<file path="src/muxed_video_input_port_map.svh">
// constants of the multiplexed video input port
`ifndef MUXED_VIDEO_INPUT_PORT_MAP_SVH
`define MUXED_VIDEO_INPUT_PORT_MAP_SVH

`define FMT_RGB12_A 3'h0
`define FMT_RGB12_B 3'h1
`define FMT_RGB565 3'h2
`define FMT_RGB555 3'h3
`define FMT_YCRCB 3'h4

`define BUS_WIDTH 12
`define PIXEL_WIDTH 24

`define TRS_FIRST 8'hFF
`define TRS_ZERO 8'h00
`define TRS_FIELD_BIT 6
`define TRS_VBLANK_BIT 5
`define TRS_EAV_BIT 4

`define BLANK_LUMA 8'h10
`define BLANK_CHROMA 8'h80

`define CORE_CLK_MHZ 10
`define PIXEL_RATE_MAX_MHZ 165

`endif

</file>
<file path="src/muxed_video_input_port_pkg.sv">
// types shared by the multiplexed video input port
package muxed_video_input_port_pkg;

  typedef logic [2:0] format_t;

  typedef struct packed {
    logic [7:0] hi;
    logic [7:0] mid;
    logic [7:0] lo;
  } pixel_t;

  typedef struct packed {
    logic field;
    logic vblank;
    logic eav;
  } timing_status_t;

endpackage : muxed_video_input_port_pkg

</file>
<file path="src/two_flop_sync.sv">
// two flip-flop synchroniser for inputs from outside the clock domain
`timescale 1ns/1ps
module two_flop_sync #(
  parameter int WIDTH = 1
) (
  input wire logic core_clk_i,
  input wire logic rst_n_i,
  input wire logic [WIDTH-1:0] async_i,
  output logic [WIDTH-1:0] sync_o
);

  logic [WIDTH-1:0] meta_q;
  logic [WIDTH-1:0] sync_q;

  initial
  begin
    if (WIDTH < 1)
    begin
      $error("two_flop_sync: WIDTH must be at least 1");
    end
  end

  always_ff @(posedge core_clk_i or negedge rst_n_i)
  begin
    if (!rst_n_i)
    begin
      meta_q <= '0;
      sync_q <= '0;
    end
    else
    begin
      meta_q <= async_i;
      sync_q <= meta_q;
    end
  end

  assign sync_o = sync_q;

endmodule : two_flop_sync

</file>
<file path="src/pixel_decoder.sv">
// decodes a first/second word pair into one pixel per the selected format
`timescale 1ns/1ps
`include "muxed_video_input_port_map.svh"
module pixel_decoder
  import muxed_video_input_port_pkg::*;
(
  input wire logic [`BUS_WIDTH-1:0] first_word_i,
  input wire logic [`BUS_WIDTH-1:0] second_word_i,
  input wire format_t input_format_select_i,
  output pixel_t pixel_o,
  output logic format_error_o
);

  wire logic [`BUS_WIDTH-1:0] a = first_word_i;
  wire logic [`BUS_WIDTH-1:0] b = second_word_i;

  // full-width 24-bit colour schemes
  wire pixel_t pix_a = '{hi: b[11:4], mid: {b[3:0], a[11:8]}, lo: a[7:0]};
  wire pixel_t pix_b = '{hi: {b[11:7], b[3:1]}, mid: {b[6:4], a[11:9], b[0], a[3]},
                         lo: {a[8:4], a[2:0]}};
  // 8-line schemes, low bits filled with zero
  wire pixel_t pix_565 = '{hi: {b[11:7], 3'h0}, mid: {b[6:4], a[11:9], 2'h0},
                           lo: {a[8:4], 3'h0}};
  wire pixel_t pix_555 = '{hi: {b[10:6], 3'h0}, mid: {b[5:4], a[11:9], 3'h0},
                           lo: {a[8:4], 3'h0}};
  wire pixel_t pix_ycc = '{hi: b[7:0], mid: a[7:0], lo: 8'h00};

  wire logic sel_a = (input_format_select_i == `FMT_RGB12_A);
  wire logic sel_b = (input_format_select_i == `FMT_RGB12_B);
  wire logic sel_565 = (input_format_select_i == `FMT_RGB565);
  wire logic sel_555 = (input_format_select_i == `FMT_RGB555);
  wire logic sel_ycc = (input_format_select_i == `FMT_YCRCB);

  // format select picks one of five decodings
  assign pixel_o = sel_a ? pix_a :
                   sel_b ? pix_b :
                   sel_565 ? pix_565 :
                   sel_555 ? pix_555 :
                   sel_ycc ? pix_ycc : '0;
  assign format_error_o = !(sel_a || sel_b || sel_565 || sel_555 || sel_ycc);

endmodule : pixel_decoder

</file>
<file path="src/muxed_video_input_port.sv">
// multiplexed video input port: link clock sampling, word pairing, pixel decode, embedded sync
`timescale 1ns/1ps
`include "muxed_video_input_port_map.svh"
module muxed_video_input_port
  import muxed_video_input_port_pkg::*;
#(
  parameter int BUS_WIDTH = `BUS_WIDTH,
  parameter int INDEX_WIDTH = 12
) (
  input wire logic core_clk_i,
  input wire logic rst_n_i,
  input wire logic pixel_clock_pair_p_i,
  input wire logic pixel_clock_pair_n_i,
  input wire logic [BUS_WIDTH-1:0] data_i,
  input wire logic line_sync_i,
  input wire logic clock_rate_2x_i,
  input wire logic capture_edge_polarity_i,
  input wire logic single_ended_clock_i,
  input wire format_t input_format_select_i,
  output pixel_t pixel_o,
  output logic pixel_valid_o,
  output logic [INDEX_WIDTH-1:0] pixel_index_o,
  output logic line_start_o,
  output logic chroma_phase_flag_o,
  output logic embedded_code_o,
  output timing_status_t timing_status_o,
  output logic format_error_o,
  output logic rgb_format_o
);

  initial
  begin
    if (BUS_WIDTH != `BUS_WIDTH)
    begin
      $error("muxed_video_input_port: BUS_WIDTH must equal the 12-line bus");
    end
    if (INDEX_WIDTH < 1 || INDEX_WIDTH > 16)
    begin
      $error("muxed_video_input_port: INDEX_WIDTH out of range");
    end
  end

  typedef enum logic [1:0] {
    TRS_HUNT,
    TRS_GOT_FF00
  } trs_state_t;

  // pin inputs pass two flip-flops before use
  logic clk_p_s;
  logic clk_n_s;
  logic line_sync_s;
  logic [BUS_WIDTH-1:0] data_s;

  two_flop_sync #(
    .WIDTH(BUS_WIDTH + 3)
  ) u_pin_sync (
    .core_clk_i(core_clk_i),
    .rst_n_i(rst_n_i),
    .async_i({pixel_clock_pair_p_i, pixel_clock_pair_n_i, line_sync_i, data_i}),
    .sync_o({clk_p_s, clk_n_s, line_sync_s, data_s})
  );

  // differential clock level: held while both lines agree
  logic clk_level_q;
  logic line_sync_q;
  wire logic pair_valid = single_ended_clock_i || (clk_p_s != clk_n_s);
  wire logic clk_level_d = pair_valid ? clk_p_s : clk_level_q;

  // rising means positive line up and complementary line down
  wire logic rise_ev = clk_level_d && !clk_level_q;
  wire logic fall_ev = !clk_level_d && clk_level_q;
  wire logic sel_edge_ev = capture_edge_polarity_i ? fall_ev : rise_ev;

  // 2x clock uses one edge, 1x clock uses both
  wire logic word_strobe = clock_rate_2x_i ? sel_edge_ev : (rise_ev || fall_ev);

  wire logic sync_lead = line_sync_s && !line_sync_q;

  always_ff @(posedge core_clk_i or negedge rst_n_i)
  begin
    if (!rst_n_i)
    begin
      clk_level_q <= 1'b0;
      line_sync_q <= 1'b0;
    end
    else
    begin
      clk_level_q <= clk_level_d;
      line_sync_q <= line_sync_s;
    end
  end

  // sync alignment: the word after the leading edge is a first word
  logic sync_pending_q;
  logic second_next_q;
  logic [BUS_WIDTH-1:0] first_word_q;

  // a leading edge in the capture cycle keeps the flag set
  wire logic sync_pending_d = sync_lead ? 1'b1 : (word_strobe ? 1'b0 : sync_pending_q);
  wire logic take_first = word_strobe && (sync_pending_q || !second_next_q);
  wire logic take_second = word_strobe && !take_first;

  always_ff @(posedge core_clk_i or negedge rst_n_i)
  begin
    if (!rst_n_i)
    begin
      sync_pending_q <= 1'b0;
      second_next_q <= 1'b0;
      first_word_q <= '0;
    end
    else
    begin
      sync_pending_q <= sync_pending_d;
      if (take_first)
      begin
        first_word_q <= data_s;
        second_next_q <= 1'b1;
      end
      else if (take_second)
      begin
        second_next_q <= 1'b0;
      end
    end
  end

  // pair decode: first word held, second word live
  pixel_t pix_dec;
  logic fmt_err;

  pixel_decoder u_decoder (
    .first_word_i(first_word_q),
    .second_word_i(data_s),
    .input_format_select_i(input_format_select_i),
    .pixel_o(pix_dec),
    .format_error_o(fmt_err)
  );

  // YCrCb chroma phase: 0 on a Cb pixel, 1 on a Cr pixel
  wire logic ycc_mode = (input_format_select_i == `FMT_YCRCB);
  logic chroma_phase_q;
  wire logic [7:0] a_byte = first_word_q[7:0];
  wire logic [7:0] b_byte = data_s[7:0];

  // embedded code hunt, aligned to Cb slots
  trs_state_t trs_q;
  trs_state_t trs_d;
  wire logic code_head = ycc_mode && !chroma_phase_q && (a_byte == `TRS_FIRST) && (b_byte == `TRS_ZERO);
  wire logic code_tail = ycc_mode && (trs_q == TRS_GOT_FF00) && (a_byte == `TRS_ZERO);
  wire logic code_done = take_second && code_tail;

  always_comb
  begin
    trs_d = trs_q;
    if (!ycc_mode)
    begin
      trs_d = TRS_HUNT;
    end
    else if (take_second)
    begin
      unique case (trs_q)
        TRS_HUNT: trs_d = code_head ? TRS_GOT_FF00 : TRS_HUNT;
        TRS_GOT_FF00: trs_d = TRS_HUNT;
      endcase
    end
  end

  // after a status byte the next pixel is a Cb pixel again
  wire logic chroma_phase_d = sync_lead ? 1'b0 :
                              code_done ? 1'b0 :
                              take_second ? !chroma_phase_q : chroma_phase_q;

  // status bits 6, 5, 4 only; the rest are ignored
  wire timing_status_t status_d = '{field: b_byte[`TRS_FIELD_BIT],
                                    vblank: b_byte[`TRS_VBLANK_BIT],
                                    eav: b_byte[`TRS_EAV_BIT]};

  // pixel index wraps at INDEX_WIDTH bits; no limit on line length
  wire logic [INDEX_WIDTH-1:0] index_next = pixel_index_o + INDEX_WIDTH'(1);

  always_ff @(posedge core_clk_i or negedge rst_n_i)
  begin
    if (!rst_n_i)
    begin
      trs_q <= TRS_HUNT;
      chroma_phase_q <= 1'b0;
    end
    else
    begin
      trs_q <= trs_d;
      chroma_phase_q <= chroma_phase_d;
    end
  end

  // registered outputs
  logic seen_pixel_q;

  always_ff @(posedge core_clk_i or negedge rst_n_i)
  begin
    if (!rst_n_i)
    begin
      pixel_o <= '0;
      pixel_valid_o <= 1'b0;
      chroma_phase_flag_o <= 1'b0;
      embedded_code_o <= 1'b0;
      timing_status_o <= '0;
      line_start_o <= 1'b0;
      format_error_o <= 1'b0;
      rgb_format_o <= 1'b0;
      pixel_index_o <= '0;
      seen_pixel_q <= 1'b0;
    end
    else
    begin
      pixel_valid_o <= take_second;
      embedded_code_o <= code_done;
      line_start_o <= sync_lead;
      format_error_o <= fmt_err;
      // only RGB formats are fit for the display path
      rgb_format_o <= !ycc_mode && !fmt_err;
      if (take_second)
      begin
        pixel_o <= pix_dec;
        chroma_phase_flag_o <= chroma_phase_q;
      end
      if (code_done)
      begin
        timing_status_o <= status_d;
      end
      if (sync_lead)
      begin
        seen_pixel_q <= 1'b0;
      end
      else if (take_second)
      begin
        seen_pixel_q <= 1'b1;
        pixel_index_o <= seen_pixel_q ? index_next : '0;
      end
    end
  end

endmodule : muxed_video_input_port

</file>
<file path="config.mk">
export PLATFORM = sky130hd
export DESIGN_NAME = muxed_video_input_port
export DESIGN_NICKNAME = d
export VERILOG_FILES = /design/src/muxed_video_input_port_pkg.sv /design/src/two_flop_sync.sv /design/src/pixel_decoder.sv /design/src/muxed_video_input_port.sv
export VERILOG_INCLUDE_DIRS = /design/src
export SDC_FILE = /design/constraint.sdc
export NUM_CORES = 1
export LEC_CHECK = 0
export ABC_AREA = 1
export BUFFER_PORTS_ARGS = -buffer_cell sky130_fd_sc_hd__buf_2
export CAP_MARGIN = 5
export CORE_ASPECT_RATIO = 1.5
export CORE_MARGIN = 2
export CORE_UTILIZATION = 50
export DETAILED_ROUTE_END_ITERATION = 10
export GPL_TIMING_DRIVEN = 0
export PLACE_DENSITY_LB_ADDON = 0.1
export SKIP_CTS_REPAIR_TIMING = 1
export SYNTH_ARGS = -nofsm -noshare
export SYNTH_HDL_FRONTEND = slang
export SYNTH_SLANG_ARGS = --single-unit
</file>
<file path="constraint.sdc">
create_clock -name core_clk_i -period 2.26 [get_ports core_clk_i]
set_input_delay 0.113 -clock core_clk_i [delete_from_list [all_inputs] [get_ports core_clk_i]]
set_output_delay 0.113 -clock core_clk_i [all_outputs]
set_load 0.02 [all_outputs]
</file>
==> run metrics <==
outcome=finished, final reports clean; pwr/cell area=984 nW/um^2; Worst Path Required=2.48 ns; Final Non-Filler Cells=671; met1 usage=0.271; Die X=77.9 um; TritonCTS Buffers=9; Mapped Nets=494; Final period util=0.907; synthesized area per cell=8.74 um^2; Placement Rows=40; RSZ-0062 raised after global routing=no; crit-path cells=inv_1, nand2_1, a31oi_1, inv_1, ha_1, nand2_1, nand3_1, nand3_2, buf_6, inv_2, buf_2, o21ai_1, nand2_1; dpl cell area=4590 um^2; cell count after synthesis=468; Static Leakage=2.56 nW; Slew @ Worst Pin=0.538 ns; f_max=488 MHz; CP endpoint kind=flip-flop; TNS Setup=0 ns; # placed instances=641; RD Place Congestion=0.945; dpl ws=0.146 ns; CTS H-Tree Depth=3; met3 usage=0.0400; # DRC=0; startpoint types=flip-flop; Yosys reg bits=94; Worst path most repeated cell=nand2_1; most common cell after layout, fill and taps aside=nand2_1; delay of the slowest cell on the worst path=0.38 ns; final hold vios=0; maximum net fanout on the critical path=10; Total Routed Length=9.82 mm; nets=589; vias in the first global route=3267; HP Class=input pin to flip-flop; fin crit period=2.05 ns; port bufs=67; CTS clk-pin slew, worst paths=0.07 ns; initial antenna violation count=0; Mapped Area=4090 um^2; io pins=68; register area share after synthesis=0.575; clock latency on the worst-skew pair=0.34 ns; maximum vdd drop=0.548 mV; Worst Path Buf+Inv=5; Initial Util=0.514; setup ws final=0.209 ns; ANT nets after route=0; First-pass DRT Iterations=4; Final Skew=0.00779 ns; Die Y=115 um; max-cap violation count=0; crit-path leading delay family=buffers and inverters; core box area=7960 um^2; met2 usage=0.427; slew margin rel.=0.642; Slew Limit Fails=0; Yosys warning count=0; Post-Layout Inst Area=5020 um^2; global-route wire length before repair=15.9 mm; Top Usage Layer GRT=met2; largest net degree at the start of global routing=57; Arr. time, crit path=2.27 ns; DRT iter0 DRCs=237; die footprint=8940 um^2; clk buf depth=2; ANT cells=0; final setup fails=0; clock tree root driver cell=clkbuf_16; Post-synth EDFFs=0; vias per cell=5.12; Main synth FF type=dfrtp_1; DR WL/cell=14.6 um; share of layout cells above drive strength 1=0.207; GRT Total Usage=0.237; Post-DP HPWL=7.19 mm; vias after detailed routing=3435; Yosys cell types=30; CTS tree=yes; area grow syn2layout=22.6%; grt total ovfl=0; CP max stage cell=dfrtp_1; WS Path Type=flip-flop to flip-flop; ys async rst share=1.00; CTS Sinks=94; most frequent cells in the layout=nand2_1, dfrtp_1, buf_2
-- worst paths after layout --
path                                               start                    to  slack (ns)  cells past startpoint
worst max-delay path                         clk_level_q           pixel_o[15]        0.21                     13
worst min-delay path            input_format_select_i[0]        format_error_o        0.09                      3
worst max register to register               clk_level_q           pixel_o[15]        0.21                     13
worst min register to register      u_pin_sync.meta_q[5]  u_pin_sync.sync_o[5]        0.35                      0
max in group asynchronous                        rst_n_i            pixel_o[5]        1.31                      3
min in group asynchronous                        rst_n_i           pixel_o[23]        0.29                      2
-- where the power goes --
| group | leakage (nW) | switching [mW] | internal, mW |
|---|---|---|---|
| combinational | 1.26 | 0.844 | 0.440 |
| clock | 0.126 | 0.611 | 0.758 |
| sequential | 1.17 | 0.262 | 2.02 |
-- final cells by class --
| type | instances | area (um^2) |
|---|---|---|
| Fill cell | 690 | 2940 |
| Inverter | 55 | 206 |
| Buffer | 12 | 80.1 |
| Multi-Input combinational cell | 307 | 1460 |
| Timing Repair Buffer | 84 | 526 |
| Clock buffer | 10 | 239 |
| Sequential cell | 94 | 2350 |
| Tap cell | 105 | 131 |
| Clock inverter | 4 | 25.0 |
-- worst register-to-register path, delay by kind of cell, from the launching register on --
kind | cells | cell delay (ns)
fa+ha+maj | 1 | 0.18
buf+inv | 5 | 0.61
flops | 1 | 0.38
simple gates | 5 | 0.41
compound gates | 2 | 0.35
-- routing by layer --
metal	wire length, um	share of wire	vias to the layer above
met1	3940	0.40	1647
met3	453	0.046	17
met5	0	0	-
met2	5260	0.54	89
li1	-	-	1682
met4	172	0.018	0
-- state kept, by name, indices dropped and copies added, names as in the netlist, 3 cells and up --
| register | count |
|---|---|
| u_pin_sync.sync_o | 15 |
| pixel_index_o | 12 |
| timing_status_o | 3 |
| pixel_o | 24 |
| first_word_q | 12 |
| u_pin_sync.meta_q | 15 |
-- Yosys cell counts, types with 3 or more instances --
library cell | count | area share
nor3_1 | 3 | 0.0037
o21ai_0 | 32 | 0.039
nand2_2 | 4 | 0.0061
dfrtp_1 | 94 | 0.57
nand4_1 | 9 | 0.014
o21ai_1 | 30 | 0.037
nor2_1 | 31 | 0.028
nor2_4 | 6 | 0.017
nand2_1 | 136 | 0.12
inv_2 | 6 | 0.0055
buf_2 | 7 | 0.0086
inv_1 | 49 | 0.045
nand3_1 | 26 | 0.032
ha_1 | 3 | 0.0092
a21oi_1 | 11 | 0.013
-- kinds of logic after synthesis --
kind of cell / synth area share
flip-flops: 0.575
AND/OR/NAND/NOR: 0.242
adder cells (fa/ha/maj): 0.00918
AO/OA/AOI/OAI: 0.101
XOR/XNOR: 0.00428
buffers and inverters: 0.0691
-- through the flow --
stage	util	power (mW)	hold WS [ns]
CTS	0.610	4.96	-0.239
global route	0.630	5.24	0.139
finish	0.630	4.94	0.0859
global placement	0.573	3.56	0.221
floorplan	-	3.08	-0.183
detailed placement	0.577	3.58	0.125
Note: power is estimated with default switching activity, not from simulation.
